## config.mk

```make
export PLATFORM = sky130hd
export DESIGN_NAME = pfcfg_top
export DESIGN_NICKNAME = d
export VERILOG_FILES = /design/src/rtl/pfcfg_word.v /design/src/rtl/pfcfg_top.v
export VERILOG_INCLUDE_DIRS = /design/src /design/src/rtl
export SDC_FILE = /design/constraint.sdc
export NUM_CORES = 1
export LEC_CHECK = 0
export ABC_CLOCK_PERIOD_IN_PS = 6000
export BUFFER_PORTS_ARGS = -buffer_cell sky130_fd_sc_hd__buf_2
export CAP_MARGIN = 20
export CORE_ASPECT_RATIO = 0.6
export CORE_MARGIN = 3
export CORE_UTILIZATION = 64
export CTS_CLUSTER_SIZE = 8
export DETAILED_ROUTE_END_ITERATION = 12
export PLACE_DENSITY = 0.95
export SLEW_MARGIN = 20
export SYNTH_ARGS = -nofsm -noshare
export SYNTH_HDL_FRONTEND = slang
export SYNTH_SLANG_ARGS = --single-unit
```

## constraint.sdc

```tcl
create_clock -name pclk -period 6 [get_ports pclk]
set_input_delay 0.3 -clock pclk [delete_from_list [all_inputs] [get_ports pclk]]
set_output_delay 0.3 -clock pclk [all_outputs]
set_load 0.02 [all_outputs]
```

## src/rtl/pfcfg_regs.vh

```
// Register indices, field positions, reset values and timing counts of the per-setup filter block
`ifndef PFCFG_REGS_VH
`define PFCFG_REGS_VH

// Register-select codes; byte address is four times the code
`define PFCFG_IDX_SETUP_FIRST 6'h21
`define PFCFG_IDX_SETUP_LAST 6'h28
`define PFCFG_IDX_POWER_CTRL 6'h30
`define PFCFG_IDX_STATUS 6'h31

// Filter register layout
`define PFCFG_FILT_W 24
`define PFCFG_FILT_RESET 24'h060180
`define PFCFG_FILT_RW_MASK 24'hFF07FF
`define PFCFG_TYPE_HI 23
`define PFCFG_TYPE_LO 21
`define PFCFG_NOTCH60_BIT 20
`define PFCFG_POST_HI 19
`define PFCFG_POST_LO 17
`define PFCFG_SINGLE_BIT 16
`define PFCFG_RATE_HI 10
`define PFCFG_RATE_LO 0

// Filter type codes
`define PFCFG_TYPE_SINC4 3'h0
`define PFCFG_TYPE_SINC3 3'h2
`define PFCFG_TYPE_FAST4 3'h4
`define PFCFG_TYPE_FAST3 3'h5

// Power modes
`define PFCFG_PWR_LOW 2'h0
`define PFCFG_PWR_MID 2'h1
`define PFCFG_PWR_FULL 2'h2
`define PFCFG_PWR_RESET 2'h2

// Averaging depths and their shifts
`define PFCFG_AVG_FULL 5'h10
`define PFCFG_AVG_LOW 5'h08
`define PFCFG_AVG_SH_FULL 3'h4
`define PFCFG_AVG_SH_LOW 3'h3

// Settling in conversion periods
`define PFCFG_SETTLE_FAST 3'h1
`define PFCFG_SETTLE_SINC3 3'h3
`define PFCFG_SETTLE_SINC4 3'h4

`endif

```

## src/rtl/pfcfg_word.v

```verilog
// One filter configuration word with masked write and fixed reset value
`timescale 1ns/1ps
`default_nettype none
`include "pfcfg_regs.vh"

module pfcfg_word #(
    parameter [23:0] RESET_VAL = `PFCFG_FILT_RESET,
    parameter [23:0] RW_MASK = `PFCFG_FILT_RW_MASK
) (
    // Clock and reset
    input wire pclk,
    input wire presetn,
    // Write side
    input wire wr_en,
    input wire [23:0] wr_data,
    // Stored word
    output reg [23:0] word_r
);

    always @(posedge pclk or negedge presetn) begin
        if (!presetn) begin
            word_r <= RESET_VAL;
        end else if (wr_en) begin
            word_r <= wr_data & RW_MASK;
        end
    end

endmodule // pfcfg_word

`default_nettype wire

```

## src/rtl/pfcfg_top.v

```verilog
// Per-setup filter configuration registers with conversion-time decode and averaging stage
//
// Behaviour
// - Eight filter configuration words exist, word n serving setup n, each written on its own.
// - The words sit at register-select codes 0x21 through 0x28 in setup order.
// - Reset loads every word with 0x060180.
// - Type bits 23:21 decode 000 sinc4, 010 sinc3, 100 fast sinc4, 101 fast sinc3, others reserved.
// - Fast-settling types average 16 sinc results in full or mid power and 8 in low power.
// - Fast-settling types give a settled result after one conversion period.
// - Each word holds an 11-bit rate code in bits 10:0 and bits 15:11 read zero.
// - Bit 20 enables the extra 60 Hz notch for a 50 Hz first notch.
// - Bits 19:17 select the post filter following the sinc3 stage.
`timescale 1ns/1ps
`default_nettype none
`include "pfcfg_regs.vh"

module pfcfg_top #(
    parameter NUM_SETUPS = 8,
    parameter DATA_W = 24
) (
    // Clock and reset
    input wire pclk,
    input wire presetn,
    // APB slave
    input wire [7:0] paddr,
    input wire psel,
    input wire penable,
    input wire pwrite,
    input wire [31:0] pwdata,
    output reg [31:0] prdata,
    output reg pready,
    output reg pslverr,
    // Conversion request from the sequencer
    input wire conv_req,
    input wire [2:0] conv_setup,
    // Sinc results from the modulator path
    input wire sinc_valid,
    input wire [DATA_W-1:0] sinc_data,
    // Settings of the running conversion
    output reg conv_active,
    output reg [2:0] filter_type,
    output reg type_reserved,
    output reg fast_settle,
    output reg sixty_hz_notch_enable,
    output reg [2:0] post_filter_sel,
    output reg single_cycle,
    output reg [10:0] rate_divider_code,
    output reg [4:0] avg_depth,
    output reg [2:0] settle_periods,
    // Filtered result
    output reg result_valid,
    output reg [DATA_W-1:0] result_data
);

    wire [23:0] filt_word [0:NUM_SETUPS-1];
    wire [5:0] word_idx;
    wire [5:0] setup_off;
    wire setup_hit;
    wire power_hit;
    wire status_hit;
    wire mapped;
    wire setup_phase;
    wire access_done;
    wire [2:0] wr_setup;
    wire [23:0] sel_word;
    wire [2:0] sel_type;
    reg sel_fast;
    reg sel_reserved;
    reg [2:0] settle_nxt;
    reg [1:0] power_mode_r;
    reg last_reserved_r;
    reg [2:0] last_setup_r;
    reg [31:0] rd_nxt;
    reg [4:0] depth_nxt;
    reg [2:0] shift_r;
    reg [2:0] shift_nxt;
    reg [DATA_W+3:0] acc_r;
    reg [4:0] cnt_r;
    wire [DATA_W+3:0] sinc_ext;
    wire [DATA_W+3:0] acc_sum;
    wire [DATA_W+3:0] acc_shifted;
    wire [NUM_SETUPS-1:0] wr_hit;

    // Bus answer tracker; an access phase is answered only after its own setup
    localparam [1:0] BUS_IDLE = 2'b01;
    localparam [1:0] BUS_ANSWER = 2'b10;
    reg [1:0] bus_state_r;
    reg [1:0] bus_state_nxt;

    // Averaging stage mode, fixed for the whole conversion
    localparam [2:0] AVG_HOLD = 3'b001;
    localparam [2:0] AVG_PASS = 3'b010;
    localparam [2:0] AVG_SUM = 3'b100;
    reg [2:0] avg_state_r;
    reg [2:0] avg_state_nxt;

    // Register decode; codes are word indices, so the byte address is code times four
    assign word_idx = paddr[7:2];
    assign setup_off = word_idx - `PFCFG_IDX_SETUP_FIRST;
    assign setup_hit = (word_idx >= `PFCFG_IDX_SETUP_FIRST) &&
                       (word_idx <= `PFCFG_IDX_SETUP_LAST);
    assign power_hit = (word_idx == `PFCFG_IDX_POWER_CTRL);
    assign status_hit = (word_idx == `PFCFG_IDX_STATUS);
    assign mapped = setup_hit || power_hit || status_hit;
    assign wr_setup = setup_off[2:0];
    assign setup_phase = psel && !penable;
    assign access_done = psel && penable && (bus_state_r == BUS_ANSWER);

    // Answer tracker; pready follows it at the same edge
    always @* begin
        case (bus_state_r)
            BUS_IDLE: begin
                bus_state_nxt = setup_phase ? BUS_ANSWER : BUS_IDLE;
            end
            BUS_ANSWER: begin
                // A setup may follow an access at once
                bus_state_nxt = setup_phase ? BUS_ANSWER : BUS_IDLE;
            end
            default: begin
                bus_state_nxt = BUS_IDLE;
            end
        endcase
    end

    always @(posedge pclk or negedge presetn) begin
        if (!presetn) begin
            bus_state_r <= BUS_IDLE;
        end else begin
            bus_state_r <= bus_state_nxt;
        end
    end

    // Eight independent words
    genvar gi;
    generate
        for (gi = 0; gi < NUM_SETUPS; gi = gi + 1) begin : g_setup
            assign wr_hit[gi] = access_done && pwrite && setup_hit && (wr_setup == gi);
            pfcfg_word #(
                .RESET_VAL(`PFCFG_FILT_RESET),
                .RW_MASK(`PFCFG_FILT_RW_MASK)
            ) u_word (
                .pclk(pclk),
                .presetn(presetn),
                .wr_en(wr_hit[gi]),
                .wr_data(pwdata[23:0]),
                .word_r(filt_word[gi])
            );
        end
    endgenerate

    // Read data is staged in the setup cycle so prdata comes from a flop
    always @* begin
        case ({setup_hit, power_hit, status_hit})
            3'b100: begin
                rd_nxt = {8'h00, filt_word[wr_setup]};
            end
            3'b010: begin
                rd_nxt = {30'h00000000, power_mode_r};
            end
            3'b001: begin
                rd_nxt = {27'h0000000, last_reserved_r, conv_active, last_setup_r};
            end
            default: begin
                // Unmapped index reads zero
                rd_nxt = 32'h00000000;
            end
        endcase
    end

    always @(posedge pclk or negedge presetn) begin
        if (!presetn) begin
            prdata <= 32'h00000000;
            pready <= 1'b0;
            pslverr <= 1'b0;
        end else if (bus_state_nxt == BUS_ANSWER) begin
            prdata <= pwrite ? 32'h00000000 : rd_nxt;
            pready <= 1'b1;
            pslverr <= !mapped;
        end else begin
            prdata <= 32'h00000000;
            pready <= 1'b0;
            pslverr <= 1'b0;
        end
    end

    // Power mode steers the averaging depth
    always @(posedge pclk or negedge presetn) begin
        if (!presetn) begin
            power_mode_r <= `PFCFG_PWR_RESET;
        end else if (access_done && pwrite && power_hit) begin
            power_mode_r <= pwdata[1:0];
        end
    end

    // Settings captured at conversion start; later writes wait for the next one
    assign sel_word = filt_word[conv_setup];
    assign sel_type = sel_word[`PFCFG_TYPE_HI:`PFCFG_TYPE_LO];

    // Type decode; reserved codes get no averaging and no results
    always @* begin
        sel_fast = 1'b0;
        sel_reserved = 1'b0;
        settle_nxt = `PFCFG_SETTLE_SINC4;
        case (sel_type)
            `PFCFG_TYPE_SINC4: begin
                settle_nxt = `PFCFG_SETTLE_SINC4;
            end
            `PFCFG_TYPE_SINC3: begin
                settle_nxt = `PFCFG_SETTLE_SINC3;
            end
            `PFCFG_TYPE_FAST4: begin
                sel_fast = 1'b1;
                settle_nxt = `PFCFG_SETTLE_FAST;
            end
            `PFCFG_TYPE_FAST3: begin
                sel_fast = 1'b1;
                settle_nxt = `PFCFG_SETTLE_FAST;
            end
            default: begin
                sel_reserved = 1'b1;
            end
        endcase
        // Single-cycle mode also settles sinc4 and sinc3 in one period
        if (sel_word[`PFCFG_SINGLE_BIT]) begin
            settle_nxt = `PFCFG_SETTLE_FAST;
        end
    end

    always @* begin
        case (power_mode_r)
            `PFCFG_PWR_LOW: begin
                depth_nxt = `PFCFG_AVG_LOW;
                shift_nxt = `PFCFG_AVG_SH_LOW;
            end
            `PFCFG_PWR_MID: begin
                depth_nxt = `PFCFG_AVG_FULL;
                shift_nxt = `PFCFG_AVG_SH_FULL;
            end
            default: begin
                // Full power, and the unused code 3 behaves as full
                depth_nxt = `PFCFG_AVG_FULL;
                shift_nxt = `PFCFG_AVG_SH_FULL;
            end
        endcase
    end

    always @(posedge pclk or negedge presetn) begin
        if (!presetn) begin
            conv_active <= 1'b0;
            filter_type <= `PFCFG_TYPE_SINC4;
            type_reserved <= 1'b0;
            fast_settle <= 1'b0;
            sixty_hz_notch_enable <= 1'b0;
            post_filter_sel <= 3'h0;
            single_cycle <= 1'b0;
            rate_divider_code <= 11'h000;
            avg_depth <= 5'h00;
            shift_r <= 3'h0;
            settle_periods <= 3'h0;
            last_setup_r <= 3'h0;
            last_reserved_r <= 1'b0;
        end else if (conv_req) begin
            conv_active <= 1'b1;
            filter_type <= sel_type;
            type_reserved <= sel_reserved;
            fast_settle <= sel_fast;
            sixty_hz_notch_enable <= sel_word[`PFCFG_NOTCH60_BIT];
            post_filter_sel <= sel_word[`PFCFG_POST_HI:`PFCFG_POST_LO];
            single_cycle <= sel_word[`PFCFG_SINGLE_BIT];
            rate_divider_code <= sel_word[`PFCFG_RATE_HI:`PFCFG_RATE_LO];
            avg_depth <= sel_fast ? depth_nxt : 5'h01;
            shift_r <= sel_fast ? shift_nxt : 3'h0;
            last_setup_r <= conv_setup;
            last_reserved_r <= sel_reserved;
            settle_periods <= settle_nxt;
        end
    end

    // Stage mode chosen at conversion start, so a later write cannot switch it
    always @* begin
        avg_state_nxt = avg_state_r;
        if (conv_req) begin
            if (sel_reserved) begin
                avg_state_nxt = AVG_HOLD;
            end else if (sel_fast) begin
                avg_state_nxt = AVG_SUM;
            end else begin
                avg_state_nxt = AVG_PASS;
            end
        end
    end

    always @(posedge pclk or negedge presetn) begin
        if (!presetn) begin
            avg_state_r <= AVG_HOLD;
        end else begin
            avg_state_r <= avg_state_nxt;
        end
    end

    // Averaging stage; guard bits keep the sum of 16 from overflowing
    assign sinc_ext = {{4{sinc_data[DATA_W-1]}}, sinc_data};
    assign acc_sum = acc_r + sinc_ext;
    assign acc_shifted = $signed(acc_sum) >>> shift_r;

    always @(posedge pclk or negedge presetn) begin
        if (!presetn) begin
            acc_r <= {(DATA_W+4){1'b0}};
            cnt_r <= 5'h00;
            result_valid <= 1'b0;
            result_data <= {DATA_W{1'b0}};
        end else begin
            result_valid <= 1'b0;
            if (conv_req) begin
                // New conversion discards any partial average
                acc_r <= {(DATA_W+4){1'b0}};
                cnt_r <= 5'h00;
            end else if (sinc_valid) begin
                case (avg_state_r)
                    AVG_PASS: begin
                        result_valid <= 1'b1;
                        result_data <= sinc_data;
                    end
                    AVG_SUM: begin
                        if (cnt_r == avg_depth - 5'h01) begin
                            // One settled word per conversion period
                            result_valid <= 1'b1;
                            result_data <= acc_shifted[DATA_W-1:0];
                            acc_r <= {(DATA_W+4){1'b0}};
                            cnt_r <= 5'h00;
                        end else begin
                            acc_r <= acc_sum;
                            cnt_r <= cnt_r + 5'h01;
                        end
                    end
                    default: begin
                        // Reserved type or no conversion yet: the sample is dropped
                        cnt_r <= 5'h00;
                    end
                endcase
            end
        end
    end

endmodule // pfcfg_top

`default_nettype wire

```

==> results.md, run 1 <==
* Crit-path cells: buf_4 -> inv_1 -> buf_4 -> ha_1 -> xnor2_1 -> xnor2_1 -> nand4bb_1 -> nand2_1 -> nand2_1 -> buf_4 -> inv_2 -> nand2_1 -> or3_1 -> o211ai_1
* Synth Area in XOR/XNOR at 0.0179
* Clk_skew at 0.0232 ns
* Post-Synth Simple-Gate Area at 0.0757
* Setup crit end kind: register
* Clk Latency, worst-skew pair at 0.53 ns
* Register bit total from synthesis at 268
* IO Port Bufs at 132
* Antenna-violating nets left at 0
* CP Data Arrival Time at 4.22 ns
* Crit start category: register
* Initial DRC count at 1693
* CTS tree: yes
* Starting Density at 0.666
* Clock-pin slew on the worst setup and hold paths at 0.05 ns
* Crit Path Max Fanout at 29
* Die Ht at 125 um
* Max Clock Freq at 265 MHz
* Crit Path Category: reg2reg
* PD cells at 259 nW/um^2
* Worst hold start: sinc_data[8]
* Post-synth top flop: dfrtp_1
* Clk buf depth at 3
* First-pass GRT wire length at 67400 um
* Number of CTS-inserted buffers at 39
* Largest net degree at the start of global routing at 147
* Leakage power total at 8.38 nW
* Vias per cell at 6.97
* Main combinational cell family by area after synthesis: multiplexers
* Gr usage total at 0.339
* Crit. Startpoint: shift_r[1]
* List of most frequent post-synthesis cells: 233 x dfrtp_1, 78 x mux2_2, 78 x mux4_2
* Critical-path top delay cell: or3_1
* Max-slew headroom at 0.260
* Top delay family on crit path: simple AND/OR/NAND/NOR gates
* DRT Pass-1 Iters at 7
* Fill cells at 1309
* Adder-Cell Fraction of Synth Area at 0.0322
* Site Rows at 42
* Sequential share of the synthesized area at 0.450
* Die area at 25400 um^2
* Synth Area in Compound Gates at 0.107
* Status: complete, no violations
* Post-cts resize count at 0
* Detail Placement HPWL at 27100 um
* Final setup viols at 0
* Final clock period utilization by the worst path at 0.630
* Placed instance area at 15800 um^2
* Crit path buf inv count at 5
* Worst-margin pin slew at 1.11 ns
* Initial antenna violation count at 4
* Die Wd at 204 um
* EDFF count, synth at 0
* Post-synth cell types at 87
* HP Class: in2reg
* Share of cells above drive strength 1 at 0.355
* Clock Sinks at 268
* FF-to-FF Start: shift_r[1]
* H-tree depth at 2
* Number of global-route vias before repair at 11589
* Post-layout instance area at 17000 um^2
* Max Cap Viol at 0
* Mapped Avg Cell Area at 12.7 um^2
* Setup TNS at 0 ns
* Layout area overhead at 13.2%
* Global route total overflow at 0
* Sequential Area at 6750 um^2
* Ys Warns at 0
* Data required, critical path at 6.44 ns
* Core ar. at 22500 um^2
* Top cell type's share of synthesized area at 0.389
* VDD IR-drop max at 0.000208 V
* Gp weighted congestion at 0.990
* Layout Nets at 1421
* RSZ-0062 raised after global routing: false
* Multi-input logic area at 7820 um^2
* Netlist Area Pre-Place at 15000 um^2
* Most common cell in the netlist: dfrtp_1
* Root buf cell: clkbuf_16
* DR DRC count at 0
* Mapped Cells at 1186
* Setup Fix Bufs, Post-CTS at 0
* Total wire length at 42900 um
* IO Pins at 163
* Fin. Hold Viols at 0
* Slowest Stage Delay on Critical Path at 0.50 ns
* Ranking of synthesized cells by area: dfrtp_1 39%, mux4_2 12%, dfstp_2 6.1%
* Via count at 11462
* Fin. max-slew vios at 0
* Area leader, netlist: dfrtp_1
* Async SR Flop Fraction at 1.00
* Fin util at 0.754
* Minimum clock period at 3.78 ns
* Multiplexer share of the synthesized area at 0.284
* WL/cell at 26.1 um
[through the flow]
step	setup slack, ns	hold WS (ns)	instances	total power, W
5_1_grt	2.07	0.125	1644	0.00453
3_3_place_gp	2.58	0.463	1574	0.00232
4_1_cts	2.41	0.0689	1639	0.00440
2_1_floorplan	2.62	0.00441	1200	0.00216
3_5_place_dp	2.46	0.469	1574	0.00234
6_report	2.22	0.0746	1645	0.00440
[registers in the layout (all words and copies together), names as in the netlist, 5 cells and up]
signal and flops:
result_data 24, cnt_r 5, g_setup.u_word.word_r 152, rate_divider_code 11
prdata 19, acc_r 28
[placed cells by master (no fill, tap or decap), drive strengths merged, types with 12 or more instances in the layout]
cell / instances
a211oi: 14
a22o: 21
xor2: 12
xnor2: 17
nand3: 13
nor3: 16
nor2: 71
conb: 15
clkbuf: 61
mux2: 165
a21oi: 77
buf: 145
and3: 15
mux2i: 43
mux4: 78
dfstp: 35
dfrtp: 233
ha: 37
nand2: 78
inv: 25
o21ai: 48
[layer usage]
layer	GRT usage	wire length, um	share of wire	up-vias
li1	-	-	-	4684
met1	0.487	16600	0.39	5611
met2	0.488	18700	0.44	961
met3	0.104	5620	0.13	206
met4	0.133	1940	0.045	0
met5	0	0	0	-
[worst register-to-register path: cells and delay by family, from the launching register on]
family	cells	cell delay, ns
AND/OR/NAND/NOR	5	1.39
adder cells (fa/ha/maj)	1	0.26
buffers and inverters	5	1.30
AO/OA/AOI/OAI	1	0.10
flip-flops	1	0.36
XOR/XNOR	2	0.29
[power breakdown]
part           leakage [nW]  switching (W)  total, W  internal (W)
logic                  4.32       0.000291  0.000436      0.000144
registers              3.52      0.0000292   0.00189       0.00186
clock network         0.543       0.000808   0.00208       0.00127
[final cells by class]
class / count / area share
antenna: 5 / 0.000736
clock buffer: 61 / 0.0635
clock inverter: 3 / 0.00324
inverter: 24 / 0.00530
multi-input combinational: 830 / 0.460
sequential: 268 / 0.397
tap: 308 / 0.0227
timing repair buffer: 146 / 0.0470
[cell families after synthesis]
logic type	after synthesis
other cells	1
simple gates	230
flops	268
mux	286
compound gates	232
buf+inv	102
fa+ha+maj	38
xor+xnor	29
[path summary, 6_finish.rpt]
path | endpoint | slack (ns) | cells after the start
max | result_data[13] | 2.22 | 14
min | result_data[8] | 0.07 | 3
max reg2reg | result_data[13] | 2.22 | 14
min reg2reg | result_data[5] | 0.48 | 2
max in group asynchronous | g_setup[4].u_word.word_r[23] | 4.54 | 3
min in group asynchronous | post_filter_sel[0] | 0.29 | 2
[timing repair]
item | in CTS | in global routing
endpoints found under the setup margin | 0 | 0
hold endpoints to repair | 15 | 0
hold buffers | 1 | 0
Note: power is estimated with default switching activity, not from simulation.
==> run 2, diff against run 1 <==
ABC_CLOCK_PERIOD_IN_PS = 3200   (was 6000)
CORE_UTILIZATION = 54   (was 64)
PLACE_DENSITY = 0.89   (was 0.95)
clock period = 3.2 ns   (was 6 ns; I/O delays follow)
==> results.md, run 2 (same netlist as run 1, synthesis figures left out) <==
* Leakage power total at 8.59 nW
* First-pass GRT wire length at 67700 um
* Via count at 11266
* Critical-path top delay cell: mux4_2
* Max FFs per register at 152
* Minimum clock period at 3.06 ns
* Detail Placement HPWL at 28300 um
* Crit. Startpoint: acc_r[0]
* Max Cap Viol at 0
* Worst-margin pin slew at 1.01 ns
* Share of cells above drive strength 1 at 0.355
* Clk_skew at 0.0190 ns
* Fin. Hold Viols at 1
* Total wire length at 43000 um
* CTS tree: yes
* Layout Nets at 1467
* Crit Path Category: reg2reg
* RSZ-0062 raised after global routing: true
* Most common cell type on the critical path: o21ai_2
* Layout area overhead at 16.9%
* PD cells at 475 nW/um^2
* Reg2reg path depth at 11
* Vias per cell at 6.45
* Gp weighted congestion at 0.960
* Commonest non-fill, non-tap cells in the layout: 233 x dfrtp_1, 131 x buf_2, 78 x mux4_2, 78 x mux2_2, 74 x a21oi_1
* Final clock period utilization by the worst path at 0.955
* Global route total overflow at 0
* Crit path buf inv count at 0
* Setup crit end kind: register
* Worst Slack Setup Final at 0.144 ns
* Fin util at 0.653
* Antenna-violating nets left at 0
* HP Class: in2reg
* R2R Path End: result_data[19]
* Starting Density at 0.558
* FF-to-FF Start: acc_r[0]
* Min Hold Slack at -0.00605 ns
* Root buf cell: clkbuf_16
* Hold path cells at 3
* Worst hold start: sinc_data[3]
* Fin. max-slew vios at 0
* IO Port Bufs at 132
* Die Wd at 221 um
* Setup TNS at 0 ns
* Gr usage total at 0.287
* Number of global-route vias before repair at 11477
* Most flop-heavy register: g_setup.u_word.word_r
* Crit start category: register
* Die Ht at 135 um
* Largest net degree at the start of global routing at 93
* IO Pins at 163
* Site Rows at 46
* Initial DRC count at 1360
* DRT Pass-1 Iters at 5
* DR DRC count at 0
* Commonest non-fill, non-tap cell in the layout: dfrtp_1
* VDD IR-drop max at 0.000324 V
* CP Data Arrival Time at 3.50 ns
* Die area at 29900 um^2
* H-tree depth at 2
* Final setup viols at 0
* Data required, critical path at 3.65 ns
* Max Clock Freq at 327 MHz
* Clk buf depth at 3
* Initial antenna violation count at 4
* Crit Path Max Fanout at 4
* FF-to-FF setup slack at 0.14 ns
* Max-slew headroom at 0.329
* Number of CTS-inserted buffers at 39
* Clock Sinks at 268
* WL/cell at 24.6 um
* Clock-pin slew on the worst setup and hold paths at 0.05 ns
* Slowest Stage Delay on Critical Path at 0.47 ns
* WHS Endpoint: result_data[3]
* Failing checks: hold timing
* Top delay family on crit path: compound AO/OA/AOI/OAI gates
* Top flop regs: g_setup.u_word.word_r x152, acc_r x28, result_data x24
* Crit-path cells: ha_4 -> fa_2 -> a211oi_2 -> o21ai_2 -> o2111a_2 -> o21ai_4 -> a31oi_4 -> a311oi_4 -> xor2_2 -> mux4_2 -> o21ai_2
* Status: finished with violations
* Fill cells at 1879
* Clk Latency, worst-skew pair at 0.53 ns
* Setup WS pre-CTS at 0.0337 ns
* Core ar. at 26900 um^2
run 2: changes by cell type in the layout (fill, tap and decap cells not counted), moves of 2 or more:
cell and delta:
dlygate4sd3_1 +31, buf_4 +14, clkbuf_1 +6, buf_12 +2, diode_2 -2
run 2: final cells by class:
| class | instances | area (um^2) | share of cell area |
|---|---|---|---|
| Multi-Input combinational cell | 830 | 7860 | 0.448 |
| Inverter | 24 | 90.1 | 0.00513 |
| Timing Repair Buffer | 192 | 1230 | 0.0699 |
| Tap cell | 360 | 450 | 0.0257 |
| Antenna cell | 3 | 7.51 | 0.000428 |
| Clock buffer | 67 | 1100 | 0.0628 |
| Clock inverter | 3 | 55.1 | 0.00314 |
| Sequential cell | 268 | 6750 | 0.385 |
run 2: where the power goes:
group / leakage, nW / internal (W) / switching [W]
clock network: 0.550 / 0.00241 / 0.00153
registers: 3.52 / 0.00348 / 0.0000535
logic: 4.52 / 0.000305 / 0.000554
total: 8.59 / 0.00620 / 0.00214
run 2: worst max-delay path by stage:
stage | end | slack (ns) | cells past startpoint
floorplan | result_data[12] | 0.14 | 13
global placement | result_data[19] | 0.09 | 11
detailed placement | result_data[19] | 0.03 | 11
CTS | result_data[19] | 0.02 | 11
global route | result_data[19] | -0.03 | 11
finish | result_data[19] | 0.14 | 11
run 2: what timing repair did:
item / CTS / global route
setup endpoints to repair: 0 / 11
hold buffers: 32 / 0
buffers inserted: 0 / 0
endpoints found under the hold margin: 177 / 0
resized for setup: 0 / 10
run 2: tightest hold or removal path, cell delays in order:
cell and delay, ns:
buf_2 0.09, a21oi_1 0.06, o21ai_0 0.16
run 2: per-layer routing:
layer | part of all wire | track usage | routed length (um)
met1 | 0.41 | 0.405 | 17700
met2 | 0.45 | 0.439 | 19400
met5 | 0.00030 | 0 | 13
met4 | 0.032 | 0.0993 | 1400
met3 | 0.10 | 0.0741 | 4480
run 2: stage by stage:
stage | instances | power (W) | hold WS (ns) | area, um^2
after floorplan | 1200 | 0.00406 | -0.136 | 15100
after global placement | 1642 | 0.00438 | 0.225 | 16000
after detailed placement | 1642 | 0.00440 | 0.235 | 16000
after CTS | 1744 | 0.00837 | 0.00000400 | 17500
after global routing | 1747 | 0.00860 | 0.0125 | 17500
final | 1747 | 0.00834 | -0.00605 | 17500
==> run 3, diff against run 2 <==
SYNTH_HIERARCHICAL = 1   (was unset)
==> results.md, run 3 <==
* Commonest non-fill, non-tap cell in the layout: dfrtp_1
* H-tree depth at 2
* Global route total overflow at 0
* EDFF count, synth at 0
* Clk_skew at 0.0299 ns
* Data required, critical path at 3.62 ns
* Reg2reg path depth at 11
* Crit path buf inv count at 0
* Met3 wire length at 4710 um
* IO Pins at 163
* Ranking of synthesized cells by area: dfrtp_1 37%, mux4_2 13%, mux2_4 7.5%
* Crit-path cells: ha_1 -> fa_2 -> a21o_1 -> a221oi_4 -> nor4b_1 -> nor2_1 -> o211ai_1 -> o41ai_2 -> xnor2_1 -> mux2_1 -> a32o_1
* Die area at 31900 um^2
* Number of CTS-inserted buffers at 40
* Clk Latency, worst-skew pair at 0.54 ns
* Crit Path Max Fanout at 3
* Die Ht at 140 um
* Crit start category: register
* Max Cap Viol at 0
* WL/cell at 23.9 um
* IO Port Bufs at 137
* Number of global-route vias before repair at 12388
* Sequential power share at 0.422
* Sw power at 0.00224 W
* Fin. Hold Viols at 0
* Async SR Flop Fraction at 1.00
* Mapped Avg Cell Area at 12.4 um^2
* Crit Path Category: reg2reg
* FF-to-FF setup slack at 0.03 ns
* Tot Pwr at 0.00854 W
* Starting Density at 0.553
* Share of cells above drive strength 1 at 0.371
* HP Class: in2reg
* Gp weighted congestion at 0.967
* Number of cells on the critical path at 11
* Slowest Stage Delay on Critical Path at 0.42 ns
* Detail Placement HPWL at 29500 um
* Clock power frac at 0.469
* Final setup viols at 0
* Site Rows at 48
* Top flop regs: g_setup.u_word/word_r x152, acc_r x28
* VDD IR-drop max at 0.000358 V
* Ys Warns at 6
* Critical-path top delay cell: o41ai_2
* Vias per cell at 6.30
* Netlist Area Pre-Place at 16000 um^2
* Internal power at 0.00629 W
* Fin. max-slew vios at 0
* Top delay family on crit path: compound AO/OA/AOI/OAI gates
* Initial DRC count at 1424
* Post-synth top flop: dfrtp_1
* Mapped Cells at 1295
* DR DRC count at 0
* RSZ-0062 raised after global routing: true
* FF-to-FF Start: acc_r[0]
* Via count at 12004
* Setup crit end kind: register
* CP Data Arrival Time at 3.59 ns
* Clk buf depth at 3
* Gr usage total at 0.284
* Minimum clock period at 3.17 ns
* Die Wd at 229 um
* Top cell type's share of synthesized area at 0.371
* Worst Slack Setup Final at 0.0288 ns
* Status: complete, no violations
* DRT Pass-1 Iters at 6
* Antenna-violating nets left at 0
* Core ar. at 29000 um^2
* DRT met1 WL at 18500 um
* List of most frequent post-synthesis cells: 238 x dfrtp_1, 90 x mux4_2, 84 x mux2_2
* Leakage power total at 8.81 nW
* Total wire length at 45500 um
* Commonest non-fill, non-tap cells in the layout: 238 x dfrtp_1, 135 x buf_2, 90 x mux4_2
* Max Clock Freq at 315 MHz
* Clock Sinks at 273
* Register bit total from synthesis at 273
* Post-layout instance area at 18600 um^2
* Net Sw Frac at 0.263
* Sequential share of the synthesized area at 0.428
* Most flop-heavy register: g_setup.u_word/word_r
* Largest net degree at the start of global routing at 92
* Routed length on met2 at 20800 um
* Most common cell in the netlist: dfrtp_1
* Area leader, netlist: dfrtp_1
* Worst-margin pin slew at 0.706 ns
* Placed instance area at 17000 um^2
* Crit. Startpoint: acc_r[0]
* Layout Nets at 1586
* Max FFs per register at 152
* CP Capture Point: result_data[23]
* PD cells at 459 nW/um^2
* Clock-pin slew on the worst setup and hold paths at 0.06 ns
* Logic pwr share at 0.109
* R2R Path End: result_data[23]
* Max-slew headroom at 0.529
* Setup WS pre-CTS at -0.0536 ns
* Root buf cell: clkbuf_16
* CTS tree: yes
* Final clock period utilization by the worst path at 0.991
* Highest metal used: met5
* First-pass GRT wire length at 71900 um
* Layout area overhead at 16.0%
* Post-synth cell types at 83
* Initial antenna violation count at 6
-- run 3: changes by cell type after synthesis, moves of 8 or more --
cell	change
and2_1	+9
buf_12	+8
buf_4	+35
clkbuf_1	+10
conb_1	+8
mux2_1	-29
mux2_4	+23
mux4_2	+12
nand2_1	+14
o21ai_0	+8
-- run 3: worst min path at each step --
stage | startpoint | to | depth (start not counted)
detailed placement | presetn | prdata[2] | 1
CTS | psel | bus_state_r[0] | 2
global route | psel | bus_state_r[0] | 2
floorplan | presetn | acc_r[0] | 0
finish | psel | bus_state_r[0] | 2
global placement | presetn | prdata[2] | 1
-- run 3: power by group through the flow --
stage | logic, W | registers, W | clock network [W]
4_1_cts | 0.000912 | 0.00360 | 0.00403
5_1_grt | 0.00100 | 0.00361 | 0.00421
2_1_floorplan | 0.000460 | 0.00374 | 0
6_report | 0.000934 | 0.00360 | 0.00400
3_5_place_dp | 0.000869 | 0.00365 | 0
3_3_place_gp | 0.000845 | 0.00365 | 0
-- run 3: area by class of cell --
type	count	area, um^2
flip-flops and latches	273	6880
fillers	2068	10400
diodes	4	10.0
well taps	400	500
clock buffers	65	1130
inverters	24	90.1
clock inverters	3	53.8
repair buffers	227	1500
multi-input cells	908	8450
-- run 3: cells by family (layout without fill, tap and decap cells) --
kind of cell               count (synthesis)  after routing  share of synthesized area
buffers and inverters                    155            319                     0.0603
DFF                                      273            273                      0.428
adders and majority gates                 38             38                     0.0301
other                                      9             54                    0.00210
muxes                                    305            305                      0.292
xor gates and xnor gates                  28             28                     0.0157
and+or+nand+nor                          251            251                     0.0734
AOI/OAI and AO/OA                        236            236                     0.0980
-- run 3: routing by layer --
metal  vias up  GRT usage
met1      6038      0.395
met4         2      0.101
li1       5076          -
met2       750      0.435
met3       138     0.0769
met5         -          0
-- run 3: timing repair --
action | 4_1_cts | 5_1_grt
setup buffers | 0 | 1
pin swaps | 0 | 4
gates resized for setup | 1 | 14
gates cloned | 0 | 0
endpoints found under the hold margin | 240 | 0
hold buffers | 36 | 0
endpoints found under the setup margin | 5 | 12
-- run 3: through the flow --
stage / setup TNS [ns] / std cells / util / hold WS (ns)
global route: -0.0181 / 1904 / 0.642 / 0.00921
floorplan: 0 / 1336 / - / -0.136
finish: 0 / 1904 / 0.642 / 0.0216
CTS: 0 / 1899 / 0.639 / 0.00129
detailed placement: -0.178 / 1795 / 0.585 / 0.225
global placement: 0 / 1795 / 0.585 / 0.214
